<file path="src/rtl/sar_seq_pkg.sv">
// Shared constants for the conversion sequencer and its result receiver
package sar_seq_pkg;
	localparam int WORD_W = 16;
	localparam int MCLK_KHZ = 250000;
	localparam int MCLK_PERIOD_NS = 4;
	// Conversion clock, fast and slow variant
	localparam int FAST_CLK_KHZ = 1600;
	localparam int SLOW_CLK_KHZ = 933;
	localparam int FAST_HALF_CYC = MCLK_KHZ / (2 * FAST_CLK_KHZ);
	localparam int SLOW_HALF_CYC = MCLK_KHZ / (2 * SLOW_CLK_KHZ);
	localparam int CNT_W = 8;
	// Parallel data leads the busy fall by at least this much
	localparam int VALID_LEAD_NS = 20;
	localparam int VALID_LEAD_CYC = (VALID_LEAD_NS + MCLK_PERIOD_NS - 1) / MCLK_PERIOD_NS;
	// Trigger pulse made by the host, legal width 100 to 700 ns
	localparam int START_NS = 200;
	localparam int START_CYC = (START_NS + MCLK_PERIOD_NS - 1) / MCLK_PERIOD_NS;
	localparam logic [4:0] FULL_BITS = 5'h10;
	localparam logic [4:0] STEP_W1 = 5'h01;
	localparam logic [WORD_W-1:0] TRIAL_MSB = 16'h8000;
	typedef enum logic [1:0] {
		SEQ_IDLE = 2'b01,
		SEQ_RUN = 2'b10
	} seq_state_t;
	typedef enum logic [2:0] {
		RX_IDLE = 3'b001,
		RX_PULSE = 3'b010,
		RX_WAIT = 3'b100
	} rx_state_t;
endpackage

</file>
<file path="src/rtl/sar_link_if.sv">
// Pins between the converter sequencer and the host receiver
`timescale 1ns/1ps
interface sar_link_if;
	logic convert_start;
	logic conv_clk;
	logic busy;
	logic serial_n;
	logic [15:0] parallel_n;
	modport device (input convert_start, output conv_clk, output busy, output serial_n, output parallel_n);
	modport host (output convert_start, input conv_clk, input busy, input serial_n, input parallel_n);
endinterface

</file>
<file path="src/rtl/sar_conversion_sequencer.sv">
// Successive-approximation conversion sequencer (device end)
//
// Contract
// Trigger sets busy flag
// Busy releases gated clock, 17 cycles full
// Trigger trailing edge initialises register, busy, clock
// First step trials MSB; later steps decide, trial next
// After LSB decision busy clears, result valid
// Busy clear holds clock low until next
// Parallel bit valid on its decision edge
// Result pins negative true
// Complementary straight or offset binary coding
// Parallel valid 20 ns before busy falls
// Serial NRZ, one bit per clock, MSB first
// Outputs change only on clock rising edges
// Host shifts serial on falling edges
// Host sees 17 falling edges, first invalid
// All serial bits placed at conversion end
// Early stop after bit n decision
// Early stop at 8,10,12,13,14,15; else 16
// Clock 1.6 MHz fast or 933 kHz slow
// External pulse pacing, done after 17 pulses
// Keep bit per comparator at trial end
// Comparator input sampled once per step
`timescale 1ns/1ps
module sar_conversion_sequencer
	import sar_seq_pkg::*;
#(
	parameter bit SLOW_VARIANT = 1'b0
) (
	input wire logic mclk,
	input wire logic rst,
	input wire logic comparator,
	input wire logic [4:0] short_cycle_bits,
	input wire logic ext_clock_mode,
	sar_link_if.device link
);
	localparam int HALF_RAW = SLOW_VARIANT ? SLOW_HALF_CYC : FAST_HALF_CYC;
	// High phase must also cover the data lead before busy falls
	localparam int HALF_CYC = (HALF_RAW > VALID_LEAD_CYC) ? HALF_RAW : VALID_LEAD_CYC;
	localparam logic [CNT_W-1:0] HALF_LOAD = CNT_W'(HALF_CYC - 1);

	////////////////////////////////////////////////////////////////////////////////
	logic trig_s1;
	logic trig_s2;
	logic trig_d;
	logic cmp_s1;
	logic cmp_s2;
	logic trig_rise;
	logic trig_fall;

	always_ff @(posedge mclk) begin
		if (rst) begin
			trig_s1 <= 1'b0;
			trig_s2 <= 1'b0;
			trig_d <= 1'b0;
			cmp_s1 <= 1'b0;
			cmp_s2 <= 1'b0;
		end else begin
			trig_s1 <= link.convert_start;
			trig_s2 <= trig_s1;
			trig_d <= trig_s2;
			cmp_s1 <= comparator;
			cmp_s2 <= cmp_s1;
		end
	end

	assign trig_rise = trig_s2 & ~trig_d;
	assign trig_fall = ~trig_s2 & trig_d;

	////////////////////////////////////////////////////////////////////////////////
	// Open or unsupported selections fall back to full resolution
	function automatic logic [4:0] stop_step(input logic [4:0] sel);
		unique case (sel)
			5'h08, 5'h0a, 5'h0c, 5'h0d, 5'h0e, 5'h0f: stop_step = sel;
			default: stop_step = FULL_BITS;
		endcase
	endfunction

	seq_state_t state;
	seq_state_t next_state;
	logic [CNT_W-1:0] cnt;
	logic [CNT_W-1:0] next_cnt;
	logic [4:0] step;
	logic [4:0] next_step;
	logic [4:0] res;
	logic [4:0] next_res;
	logic last;
	logic next_last;
	logic [WORD_W-1:0] approximation_register;
	logic [WORD_W-1:0] next_approximation_register;
	logic busy;
	logic next_busy;
	logic clk_out;
	logic next_clk_out;
	logic ser;
	logic next_ser;
	logic [WORD_W-1:0] par;
	logic [WORD_W-1:0] next_par;
	logic step_now;
	logic [3:0] dec_idx;

	always_comb begin
		next_state = state;
		next_cnt = cnt;
		next_step = step;
		next_res = res;
		next_last = last;
		next_approximation_register = approximation_register;
		next_busy = busy;
		next_clk_out = clk_out;
		next_ser = ser;
		next_par = par;
		step_now = 1'b0;
		dec_idx = 4'(WORD_W - int'(step));
		// With the internal clock, the leading edge of the trigger marks a conversion in progress
		if (trig_rise && state == SEQ_IDLE && !ext_clock_mode) begin
			next_busy = 1'b1;
		end
		if (trig_fall && (state == SEQ_IDLE || !ext_clock_mode)) begin
			// With the internal clock, a trailing edge mid-conversion restarts from scratch
			next_state = SEQ_RUN;
			next_busy = 1'b1;
			next_approximation_register = TRIAL_MSB;
			next_par = ~TRIAL_MSB;
			next_clk_out = 1'b1;
			next_cnt = HALF_LOAD;
			next_step = STEP_W1;
			next_res = stop_step(short_cycle_bits);
			next_last = 1'b0;
		end else if (state == SEQ_RUN) begin
			if (ext_clock_mode) begin
				// Each external pulse whose trailing edge finds the clock low replaces one internal clock pulse
				step_now = trig_fall && !clk_out && !last;
			end else begin
				step_now = (cnt == '0) && !clk_out && !last;
			end
			if (cnt != '0) begin
				next_cnt = cnt - CNT_W'(1);
			end else if (clk_out) begin
				next_clk_out = 1'b0;
				if (last) begin
					// Falls a full high phase after the last decision
					next_state = SEQ_IDLE;
					next_busy = 1'b0;
				end else begin
					next_cnt = HALF_LOAD;
				end
			end
			if (step_now) begin
				next_approximation_register[dec_idx] = cmp_s2;
				if (step < res) begin
					next_approximation_register[dec_idx - 4'h1] = 1'b1;
				end
				next_last = (step == res);
				next_par = ~next_approximation_register;
				next_ser = ~cmp_s2;
				next_clk_out = 1'b1;
				next_cnt = HALF_LOAD;
				next_step = step + STEP_W1;
			end
		end
		if (state == SEQ_IDLE && !next_busy) begin
			next_clk_out = 1'b0;
		end
	end

	always_ff @(posedge mclk) begin
		if (rst) begin
			state <= SEQ_IDLE;
			cnt <= '0;
			step <= '0;
			res <= FULL_BITS;
			last <= 1'b0;
			approximation_register <= '0;
			busy <= 1'b0;
			clk_out <= 1'b0;
			ser <= 1'b1;
			par <= '1;
		end else begin
			state <= next_state;
			cnt <= next_cnt;
			step <= next_step;
			res <= next_res;
			last <= next_last;
			approximation_register <= next_approximation_register;
			busy <= next_busy;
			clk_out <= next_clk_out;
			ser <= next_ser;
			par <= next_par;
		end
	end

	////////////////////////////////////////////////////////////////////////////////
	assign link.conv_clk = clk_out;
	assign link.busy = busy;
	assign link.serial_n = ser;
	assign link.parallel_n = par;
endmodule // sar_conversion_sequencer

</file>
<file path="src/flat_wrapper.sv">
// flat-port wrapper written by rule: the top's interface ports become plain ports
module sar_conversion_sequencer_flat import sar_seq_pkg::*;
#(
	parameter bit SLOW_VARIANT = 1'b0
)
  (mclk, rst, comparator, short_cycle_bits, ext_clock_mode, link_convert_start, link_conv_clk, link_busy, link_serial_n, link_parallel_n);
  sar_link_if link_i ();
  input wire logic mclk;
  input wire logic rst;
  input wire logic comparator;
  input wire logic [4:0] short_cycle_bits;
  input wire logic ext_clock_mode;
  input wire logic [$bits(link_i.convert_start)-1:0] link_convert_start;
  output wire logic [$bits(link_i.conv_clk)-1:0] link_conv_clk;
  output wire logic [$bits(link_i.busy)-1:0] link_busy;
  output wire logic [$bits(link_i.serial_n)-1:0] link_serial_n;
  output wire logic [$bits(link_i.parallel_n)-1:0] link_parallel_n;
  assign link_i.convert_start = link_convert_start;
  assign link_conv_clk = link_i.conv_clk;
  assign link_busy = link_i.busy;
  assign link_serial_n = link_i.serial_n;
  assign link_parallel_n = link_i.parallel_n;
  sar_conversion_sequencer #(.SLOW_VARIANT(SLOW_VARIANT)) u_core (.mclk(mclk), .rst(rst), .comparator(comparator), .short_cycle_bits(short_cycle_bits), .ext_clock_mode(ext_clock_mode), .link(link_i));
endmodule
</file>
<file path="config.mk">
export PLATFORM = sky130hd
export DESIGN_NAME = sar_conversion_sequencer_flat
export DESIGN_NICKNAME = d
export VERILOG_FILES = /design/src/rtl/sar_seq_pkg.sv /design/src/rtl/sar_link_if.sv /design/src/rtl/sar_conversion_sequencer.sv /design/src/flat_wrapper.sv
export SDC_FILE = /design/constraint.sdc
export NUM_CORES = 1
export LEC_CHECK = 0
export BUFFER_PORTS_ARGS = -buffer_cell sky130_fd_sc_hd__clkbuf_2
export CAP_MARGIN = 15
export CORE_MARGIN = 2
export CORE_UTILIZATION = 50
export DETAILED_ROUTE_END_ITERATION = 12
export MAX_ROUTING_LAYER = met4
export PLACE_DENSITY = 0.76
export RECOVER_POWER = 100
export SYNTH_ARGS = -nofsm -noshare
export SYNTH_HDL_FRONTEND = slang
export SYNTH_SLANG_ARGS = --single-unit
export TNS_END_PERCENT = 20
</file>
<file path="constraint.sdc">
create_clock -name mclk -period 7.75 [get_ports mclk]
set_clock_uncertainty 0.05 [all_clocks]
set_input_delay 0.3875 -clock mclk [delete_from_list [all_inputs] [get_ports mclk]]
set_output_delay 0.3875 -clock mclk [all_outputs]
set_load 0.03 [all_outputs]
</file>
======== Yosys cells after proc, flatten, opt, wreduce, memory -nomap -nowiden ========
Cells that the tools add are included.
storage, ports and cells
  output and inout port bits .............. 19
  bits in registers ....................... 61
  bits of input ports ..................... 10
  word-level logic and storage cells ...... 125
operators by class
  equality and inequality tests ........... 13
  reductions and logical operators ........ 33
  bitwise gates (word level) .............. 8
  magnitude comparators ................... 5
  add/subtract/negate cells ............... 4
  multiplexer cells ....................... 43
operators with widths
  kind                   number
  $mux W16               10
  $mux W8                4
  $eq A5 B4 Y1 const B   6
  $mux W1                18
  $bwmux W16             1
  $not A16 Y16           1
  $or A16 B16 Y16        1
  $mux W7                2
  $logic_and A1 B1 Y1    10
  $lt A4 B5 Y1 const B   2
  $mux W2                5
  $reduce_and A3 Y1      3
  $demux W1 S4           2
  $ge A4 B1 Y1 const B   2
  $logic_not A8 Y1       1
  $reduce_bool A2 Y1     4
  $reduce_bool A8 Y1     1
  $sub A8 B1 Y8 const B  1
  $reduce_and A2 Y1      3
  $reduce_or A6 Y1       1
  $add A5 B1 Y5 const B  1
  $eq A5 B5 Y1           1
  $lt A5 B5 Y1           1
  $mux W5                1
  other kinds (16)       24

======== Logic depth before layout (Yosys ltp) ========
Gate-level depths: netlist (run 1).
  word-level depth ........................ 15
  mapped depth ............................ 10
  gate-level depth less buffers ........... 8

======== Worst setup path after synthesis (run 1) ========
No wires, ideal clock.
  path kind ............................... register to register
  start ................................... register u_core.step[0]
  end ..................................... register u_core.par[7] (netlist: u_core.link.parallel_n[7])
  required time ........................... 7.578 ns
  buffers on the path ..................... 1
  period minus slack after synthesis ...... 2.433 ns
  arrival time ............................ 2.261 ns
  library setup time ...................... 0.122 ns
  cell stages (with the launch flop) ...... 9
  path slack .............................. 5.317 ns
  cell sequence ........................... dfxtp_1 > buf_6 > inv_1 > ha_1 > and4bb_1 > a21oi_2 > xor2_2 > or4b_4 > a311o_1
on the way
  longest elaborated chain between the ends .. 12
  elaborated cells on any way between the ends .. 20
  classes of those cells .................. add/sub: 2; order compare: 5; mux: 9; bitwise: 2; reduce/logical: 2
RTL lines
  element                                                                      line                                                              source
  start: declaration                                                           sar_conversion_sequencer.sv:84                                    logic [4:0] step;
  start signal: assignment                                                     sar_conversion_sequencer.sv:183                                   step <= next_step;
  $sub A1 B4 Y4                                                                sar_conversion_sequencer.sv:115                                   dec_idx = 4'(WORD_W - int'(step));
  $sub A4 B1 Y4 (tied with other cells)                                        sar_conversion_sequencer.sv:153                                   next_approximation_register[dec_idx - 4'h1] = 1'b1;
  $lt A4 B5 Y1 (implied by the code) (tied with other cells)                   sar_conversion_sequencer.sv:153
  $logic_and A1 B1 Y1 (implied by the code) / $mux W1 (equally long branches)  sar_conversion_sequencer.sv:153, sar_conversion_sequencer.sv:151
  $mux W1 (implied by the code) / $demux W1 S4 (equally long branches)         -
  $demux W1 S4 / $bwmux W16 (equally long branches)                            -
  $or A16 B16 Y16 (no line)                                                    -
  $mux W16 *                                                                   sar_conversion_sequencer.sv:152                                   if (step < res) begin
  $mux W16 *                                                                   sar_conversion_sequencer.sv:150                                   if (step_now) begin
  $mux W16 *                                                                   sar_conversion_sequencer.sv:131                                   end else if (state == SEQ_RUN) begin
  $mux W16 *                                                                   sar_conversion_sequencer.sv:120                                   if (trig_fall && (state == SEQ_IDLE || !ext_clock_mode)) begin
  $not A16 Y16 *                                                               sar_conversion_sequencer.sv:156                                   next_par = ~next_approximation_register;
  end signal: assignment                                                       sar_conversion_sequencer.sv:190                                   par <= next_par;
  end: declaration                                                             sar_conversion_sequencer.sv:98                                    logic [WORD_W-1:0] par;
Every way passes the cells marked *; elsewhere a longest branch is shown, timed or not. The select of a mux whose other input is x is not followed.
A chain may end at the register's enable or synchronous reset.

======== Worst setup path in the final report (run 1) ========
  start ................................... register u_core.cnt[0]
  end ..................................... register u_core.approximation_register[11]
on the way
  longest elaborated chain between the ends .. 7
RTL lines
  element                           line                             source
  start: declaration                sar_conversion_sequencer.sv:82   logic [CNT_W-1:0] cnt;
  start signal: assignment          sar_conversion_sequencer.sv:182  cnt <= next_cnt;
  $logic_not A8 Y1                  sar_conversion_sequencer.sv:136  step_now = (cnt == '0) && !clk_out && !last;
  $logic_and A1 B1 Y1 (2 in a row)  sar_conversion_sequencer.sv:136
  $mux W1                           sar_conversion_sequencer.sv:132  if (ext_clock_mode) begin
  $mux W1                           sar_conversion_sequencer.sv:131
  $mux W1                           sar_conversion_sequencer.sv:120
  $reduce_and A2 Y1 (no line)       -
  end signal: assignment            sar_conversion_sequencer.sv:186  approximation_register <= next_approximation_register;
  end: declaration                  sar_conversion_sequencer.sv:90   logic [WORD_W-1:0] approximation_register;
No other way between the ends. The select of a mux whose other input is x is not followed.

==> run summary, run 1 <==
Fin util: 54.9%
H-tree depth: 3
Leakage: 1.35 nW
GRT overflow: 0
Synth warn: 0
Max clock buf depth: 2
Vias in the first global route: 2,572
Failing checks: capacitance limit, slew limit
Syn nets: 396
Fillcell total: 595
Post-synthesis register bit count: 61
Detailed Route Iter0 Violations: 171
Avg WL per Cell: 15.0 um
Min cycle time layout: 4.44 ns
Pwr dens: 185 mW/mm2
Core area: 0.00635 mm2
Worst R2R Start: u_core.cnt[0]
Setup TNS: 0 ns
Crit start category: register
Synth Area per Inst: 8.76 um2
Final-report max-slew violation count: 29
Register area share after synthesis: 37.2%
Final worst-path cycle share: 57.3%
Critical path type: reg -> reg
CP Cell Sequence: inv_1 > ha_1 > nand4_1 > o32ai_1 > o211ai_1 > o211a_1
Clock Sinks: 61
Vias: 2,766
DP Wirelength: 4750 um
Vias/cell: 5.85
CP startpoint: u_core.cnt[0]
Clk pin slew, worst setup/hold paths: 0.07 ns
Setup crit end kind: register
First-pass GRT wire length: 11,900 um
CP peak stage delay: 2.65 ns
Max frequency: 225 MHz
Worst-path fanout max: 28
Post-DP Area: 0.00337 mm2
Initial antenna violation count: 0
Clock Latency Late Sink: 0.35 ns
Die area: 0.00724 mm2
Required time of the critical path: 7.94 ns
Layout cell share with drive strength beyond 1: 9.60%
RSZ-0062 raised after global routing: no
Hold-fix buffers, CTS: 0
Final Cell Area: 0.00348 mm2
Worst Tran Pin Value: 3.33 ns
GP Congestion: 0.906
Root Driver: clkbuf_8
Die Ht: 85.1 um
Unique cell type count in the Yosys netlist: 74
Initial Util: 51.7%
Routed Antenna Nets: 0
Pin count of the biggest net entering global routing: 30
First-pass detailed-route iteration total: 5
Max_slew headroom: -123%
Row count: 29
Gr usage total: 21.3%
Synthesized instance count: 375
Status: finished with violations
Post-CTS Setup Inserts: 0
Final WL: 7090 um
Min-delay src: link_convert_start
Final setup fails: 0
Worst R2R Setup Slack: 3.31 ns
DRC Markers: 0
TritonCTS Buffers: 9
Critical Path Slowest Stage Cell: o32ai_1
Minimum hold slack: 0.196 ns
Die W: 85.1 um
Final Hold Violating Endpoints: 0
N_diodes: 0
I/O pins: 29
Synth Cell Area: 0.00329 mm2
Top_reg_cell synth: dfxtp_1
Worst IR Drop VDD: 0.000123 V
EDFF count, synth: 0
Synth async-reset ratio: 0%
Final net count: 412
Cts repair resizes: 0
Min-Delay Path Class: in -> reg
PortBufs: 28
Arr. time, crit path: 4.63 ns
CTS tree: done
Area grow syn2layout: 6.05%
Maxcap violations: 1
==> power breakdown <==
group,internal (W),switching (W)
Combinational,0.0000149,0.0000276
Sequential,0.000318,0.00000404
Clock,0.000155,0.000126
Total,0.000488,0.000158
==> critical path: cells and delay by family, from the launching register on <==
kind	cells	cell delay, ns
compound gates	3	3.44
flops	1	0.31
simple gates	1	0.24
fa+ha+maj	1	0.18
buf+inv	1	0.10
==> per-stage QoR <==
step / worst slack [ns] / power, W / cells
floorplan: 5.32 / 0.000363 / 375
global placement: 5.06 / 0.000372 / 457
detailed placement: 4.97 / 0.000373 / 457
CTS: 4.96 / 0.000651 / 473
global route: 2.99 / 0.000668 / 473
finish: 3.31 / 0.000645 / 473
==> flip-flops by register name (all words and copies together), names as in the netlist, 2 cells and up <==
name / cells
u_core.link.parallel_n: 16
u_core.approximation_register: 16
u_core.res: 5
u_core.cnt: 8
u_core.state: 2
u_core.step: 5
==> cells in the mapped netlist, types with 6 or more instances <==
master | n | share of area [%]
dfxtp_1 | 61 | 37
nand2_1 | 35 | 4.0
a21oi_1 | 31 | 4.7
nor2_1 | 31 | 3.5
o21ai_0 | 23 | 3.5
nand3_1 | 14 | 2.1
clkbuf_1 | 13 | 1.5
ha_1 | 11 | 4.2
inv_1 | 11 | 1.3
nor2b_1 | 10 | 1.9
nor3_1 | 9 | 1.4
buf_6 | 8 | 2.7
nand2b_1 | 8 | 1.5
mux2i_1 | 6 | 1.8
==> layout by cell type (no fill, tap or decap), drive strengths merged, types with 3 or more instances in the layout <==
master,count
clkinv,4
xnor2,3
mux2i,6
nor4,3
o31ai,3
xor2,4
o21ai,23
clkbuf,39
nand3b,3
nand2b,8
nor2,32
a211o,5
dfxtp,61
and3,5
o211a,3
and2,5
nand4,5
nand3,14
inv,11
mux2,6
nor3,10
nor2b,10
a211oi,7
nand2,36
a21oi,32
ha,11
a31oi,5
==> final timing paths <==
path / end / depth (start not counted)
hold / removal: u_core.trig_s1 / 2
setup / recovery: u_core.approximation_register[11] / 6
setup reg to reg: u_core.approximation_register[11] / 6
hold reg to reg: u_core.cmp_s2 / 1
==> per-layer routing <==
layer / track usage [%] / share of wire (%) / vias to the layer above
li1: - / - / 1388
met5: - / 0 / -
met2: 32.1 / 45 / 80
met3: 5.16 / 5.7 / 13
met1: 26.6 / 48 / 1285
met4: 10.4 / 1.8 / 0
==> cells by family after synthesis <==
| group | share of synthesized area (%) |
|---|---|
| and+or+nand+nor | 22.9 |
| AOI/OAI and AO/OA | 23.5 |
| DFF | 37.2 |
| buffers and inverters | 5.98 |
| muxes | 4.11 |
| adders and majority gates | 4.19 |
| xor gates and xnor gates | 2.09 |
==> final cells by class <==
class	instances	area [um2]	area share (%)
clock buffers	11	141	4.06
clock inverters	5	50.0	1.44
inverters	11	41.3	1.18
multi-input cells	279	1810	52.0
flip-flops and latches	61	1220	35.0
well taps	77	96.3	2.76
repair buffers	29	123	3.52
Note: power is estimated with default switching activity, not from simulation.
==> inputs of run 2 (changes only) <==
--- a/config.mk
+++ b/config.mk
@@ -5,6 +5,7 @@
 export SDC_FILE = /design/constraint.sdc
 export NUM_CORES = 1
 export LEC_CHECK = 0
+export ABC_AREA = 1
 export BUFFER_PORTS_ARGS = -buffer_cell sky130_fd_sc_hd__clkbuf_2
 export CAP_MARGIN = 15
 export CORE_MARGIN = 2
==> constraint.sdc (replaced) <==
create_clock -name mclk -period 4.1 [get_ports mclk]
set_clock_uncertainty 0.05 [all_clocks]
set_input_delay 0.205 -clock mclk [delete_from_list [all_inputs] [get_ports mclk]]
set_output_delay 0.205 -clock mclk [all_outputs]
set_load 0.03 [all_outputs]
==> run summary, run 2 <==
Status: complete, no violations
Synth warn: 0 (unchanged)
Post-synthesis register bit count: 61 (unchanged)
GP Congestion: 0.963 (+6.4%)
Maxcap violations: 0 (-1)
Area grow syn2layout: 7.59%
M2 GR Usage: 35.2% (+3.1 points)
Layout cell share with drive strength beyond 1: 7.35% (-2.2 points)
Synth Cell Area: 0.00341 mm2 (+3.8%)
Root Driver: clkbuf_8
Synth async-reset ratio: 0% (unchanged)
N_diodes: 0 (unchanged)
Combinational share of power: 9.0% (+2.4 points)
Worst R2R Start: u_core.trig_s2
Vias/cell: 5.26 (-10%)
Die Ht: 86.6 um (+1.8%)
CP Cell Sequence: inv_1 > nand2_1 > inv_1 > o21ai_0 > clkbuf_1 > inv_1 > nor2_1 > clkbuf_1 > o21ai_0 > a21oi_1
Final-report max-slew violation count: 0 (-100%)
Sequential Power Share: 51.1% (+1.2 points)
Commonest cells post-synth: nand2_1, nand3_1, inv_1, dfxtp_1, nor2_1
Max clock buf depth: 2 (unchanged)
Area contributors post-synth: dfxtp_1, nand2_1, nand3_1, inv_1, a21oi_1
Placed instance count: 606 (+33%)
Worst-path fanout max: 13 (-54%)
Commonest non-fill, non-tap cells in the layout: nand2_1, nand3_1, inv_1, dfxtp_1, nor2_1
Synth area leader: dfxtp_1
Min cycle time layout: 2.99 ns (-1.45 ns)
CP peak stage delay: 0.60 ns (-2.05 ns)
GR peak layer: met2
Min-Delay Path Class: in -> reg
Setup crit end kind: register
Arr. time, crit path: 3.20 ns (-1.43 ns)
Final worst-path cycle share: 72.9% (+16 points)
Met1 Use GR: 28.4% (+1.8 points)
Critical path type: reg -> reg
Fillcell total: 659 (+11%)
Vias in the first global route: 2,951 (+15%)
Worst R2R Setup Slack: 1.11 ns (-2.20 ns)
Hold depth: 3 (+1)
Max_slew headroom: 40.8% (+160 points)
First-pass GRT wire length: 13,000 um (+9.3%)
Unique cell type count in the Yosys netlist: 29 (-61%)
Final net count: 560 (+36%)
Most frequent CP cell: inv_1
Avg WL per Cell: 12.5 um (-17%)
Worst Tran Pin Value: 0.885 ns (-2.45 ns)
Die area: 0.00750 mm2 (+3.7%)
Register area share after synthesis: 35.8% (-1.4 points)
Synth Area per Inst: 6.56 um2 (-25%)
Detailed Route Iter0 Violations: 218 (+27%)
Hold-fix buffers, CTS: 2 (+2)
Max frequency: 335 MHz (+49%)
Fin util: 54.9% (+0.067 points)
Buf/Inv on CP: 5 (+4)
Min-Delay Endpoint: u_core.res[1]
I/O pins: 29 (unchanged)
Total power: 0.00119 W (+84%)
Die W: 86.6 um (+1.8%)
Clock Sinks: 61 (unchanged)
Required time of the critical path: 4.31 ns (-3.63 ns)
Final setup fails: 0 (unchanged)
Clk pin slew, worst setup/hold paths: 0.08 ns (about the same)
Int Power: 0.000851 W (+75%)
Core area: 0.00668 mm2 (+5.2%)
First-pass detailed-route iteration total: 5 (unchanged)
Min-delay src: short_cycle_bits[1]
Initial antenna violation count: 0 (unchanged)
RR Endpoint: u_core.step[1]
Row count: 30 (+3.4%)
Post-DP Area: 0.00352 mm2 (+4.4%)
Clock power frac: 39.9% (-3.6 points)
Final Non-Filler Cells: 624 (+32%)
Setup TNS: 0 ns (unchanged)
PortBufs: 28 (unchanged)
Critical Path Slowest Stage Cell: nor2_1
Clock Latency Late Sink: 0.34 ns (about the same)
Final Cell Area: 0.00367 mm2 (+5.4%)
Pwr dens: 323 mW/mm2 (+74%)
EDFF count, synth: 0 (unchanged)
Family with the most delay on the worst path: buffers and inverters
Final Hold Violating Endpoints: 0 (unchanged)
Cts repair resizes: 0 (unchanged)
Pin count of the biggest net entering global routing: 36 (+20%)
RSZ-0062 raised after global routing: no
GRT overflow: 0 (unchanged)
Syn nets: 541 (+37%)
Cell with the most instances after synthesis: nand2_1
Synthesized instance count: 520 (+39%)
Synth top area share: 35.8% (-1.4 points)
DRC Markers: 0 (unchanged)
Grt met3 use: 3.43% (-1.7 points)
Sw Share: 28.2% (+3.8 points)
Leakage: 1.72 nW (+27%)
Initial Util: 51.1% (-0.68 points)
Routed Antenna Nets: 0 (unchanged)
Post-CTS Setup Inserts: 0 (unchanged)
Worst IR Drop VDD: 0.000218 V (+78%)
Vias: 3,285 (+19%)
TritonCTS Buffers: 9 (unchanged)
Commonest non-fill, non-tap cell in the layout: nand2_1
Psw: 0.000334 W (+110%)
CTS tree: done
DP Wirelength: 5380 um (+13%)
Gr usage total: 22.0% (+0.78 points)
H-tree depth: 3 (unchanged)
Top_reg_cell synth: dfxtp_1
Final WL: 7770 um (+9.6%)
Worst R2R Path Depth: 10 (+4)
Crit start category: register
run 2: per-layer routing:
| metal | part of all wire [%] | wire, um | vias to the layer above |
|---|---|---|---|
| met5 | 0 | 0 | - |
| met4 | 1.3 | 99 | 0 |
| met3 | 4.4 | 339 | 9 |
| met2 | 46 | 3610 | 72 |
| met1 | 48 | 3730 | 1500 |
| li1 | - | - | 1704 |
run 2: worst max path at each step:
stage,start,to,slack (ns),depth (start not counted)
after global placement,u_core.step[0],u_core.link.parallel_n[13],1.63,12
after global routing,u_core.step[0],u_core.approximation_register[15],0.80,13
after floorplan,u_core.step[0],u_core.link.parallel_n[13],2.31,11
after CTS,u_core.step[0],u_core.approximation_register[13],1.60,13
after detailed placement,u_core.step[0],u_core.link.parallel_n[13],1.63,12
final,u_core.trig_s2,u_core.step[1],1.11,10
run 2: worst reg2reg max path, cell delays in order (launching register included):
cell	delay, ns
dfxtp_1	0.33
inv_1	0.06
nand2_1	0.11
inv_1	0.07
o21ai_0	0.07
clkbuf_1	0.40
inv_1	0.27
nor2_1	0.60
clkbuf_1	0.61
o21ai_0	0.19
a21oi_1	0.14
run 2: power groups by stage:
| stage | logic (W) | clock network, W | registers (W) |
|---|---|---|---|
| 6_report | 0.000107 | 0.000473 | 0.000605 |
| 5_1_grt | 0.000122 | 0.000508 | 0.000606 |
| 4_1_cts | 0.000110 | 0.000484 | 0.000605 |
| 3_5_place_dp | 0.000108 | 0 | 0.000619 |
| 3_3_place_gp | 0.000106 | 0 | 0.000619 |
| 2_1_floorplan | 0.0000836 | 0 | 0.000619 |
run 2: final cells by class:
cell class	instances	area (um2)	share of cell area, %
Clock buffer	9	124	3.37
Inverter	71	272	7.40
Tap cell	80	100	2.73
Clock inverter	7	51.3	1.40
Sequential cell	61	1220	33.3
Timing Repair Buffer	32	144	3.92
Multi-Input combinational cell	364	1760	47.9
run 2: cell families (layout without fill, tap and decap cells):
group                      after synthesis  in the layout  share of synthesized area [%]
and+or+nand+nor                        298            298                           38.9
buffers and inverters                   95            119                           12.1
DFF                                     61             61                           35.8
AOI/OAI and AO/OA                       51             51                           8.07
adders and majority gates               11             11                           4.03
xor gates and xnor gates                 4              4                           1.03
run 2: per-stage QoR:
step / hold slack (ns) / setup slack [ns]
after floorplan: 0.262 / 2.31
after global placement: 0.341 / 1.63
after detailed placement: 0.348 / 1.63
after CTS: 0.0846 / 1.60
after global routing: 0.0902 / 0.797
final: 0.0926 / 1.11
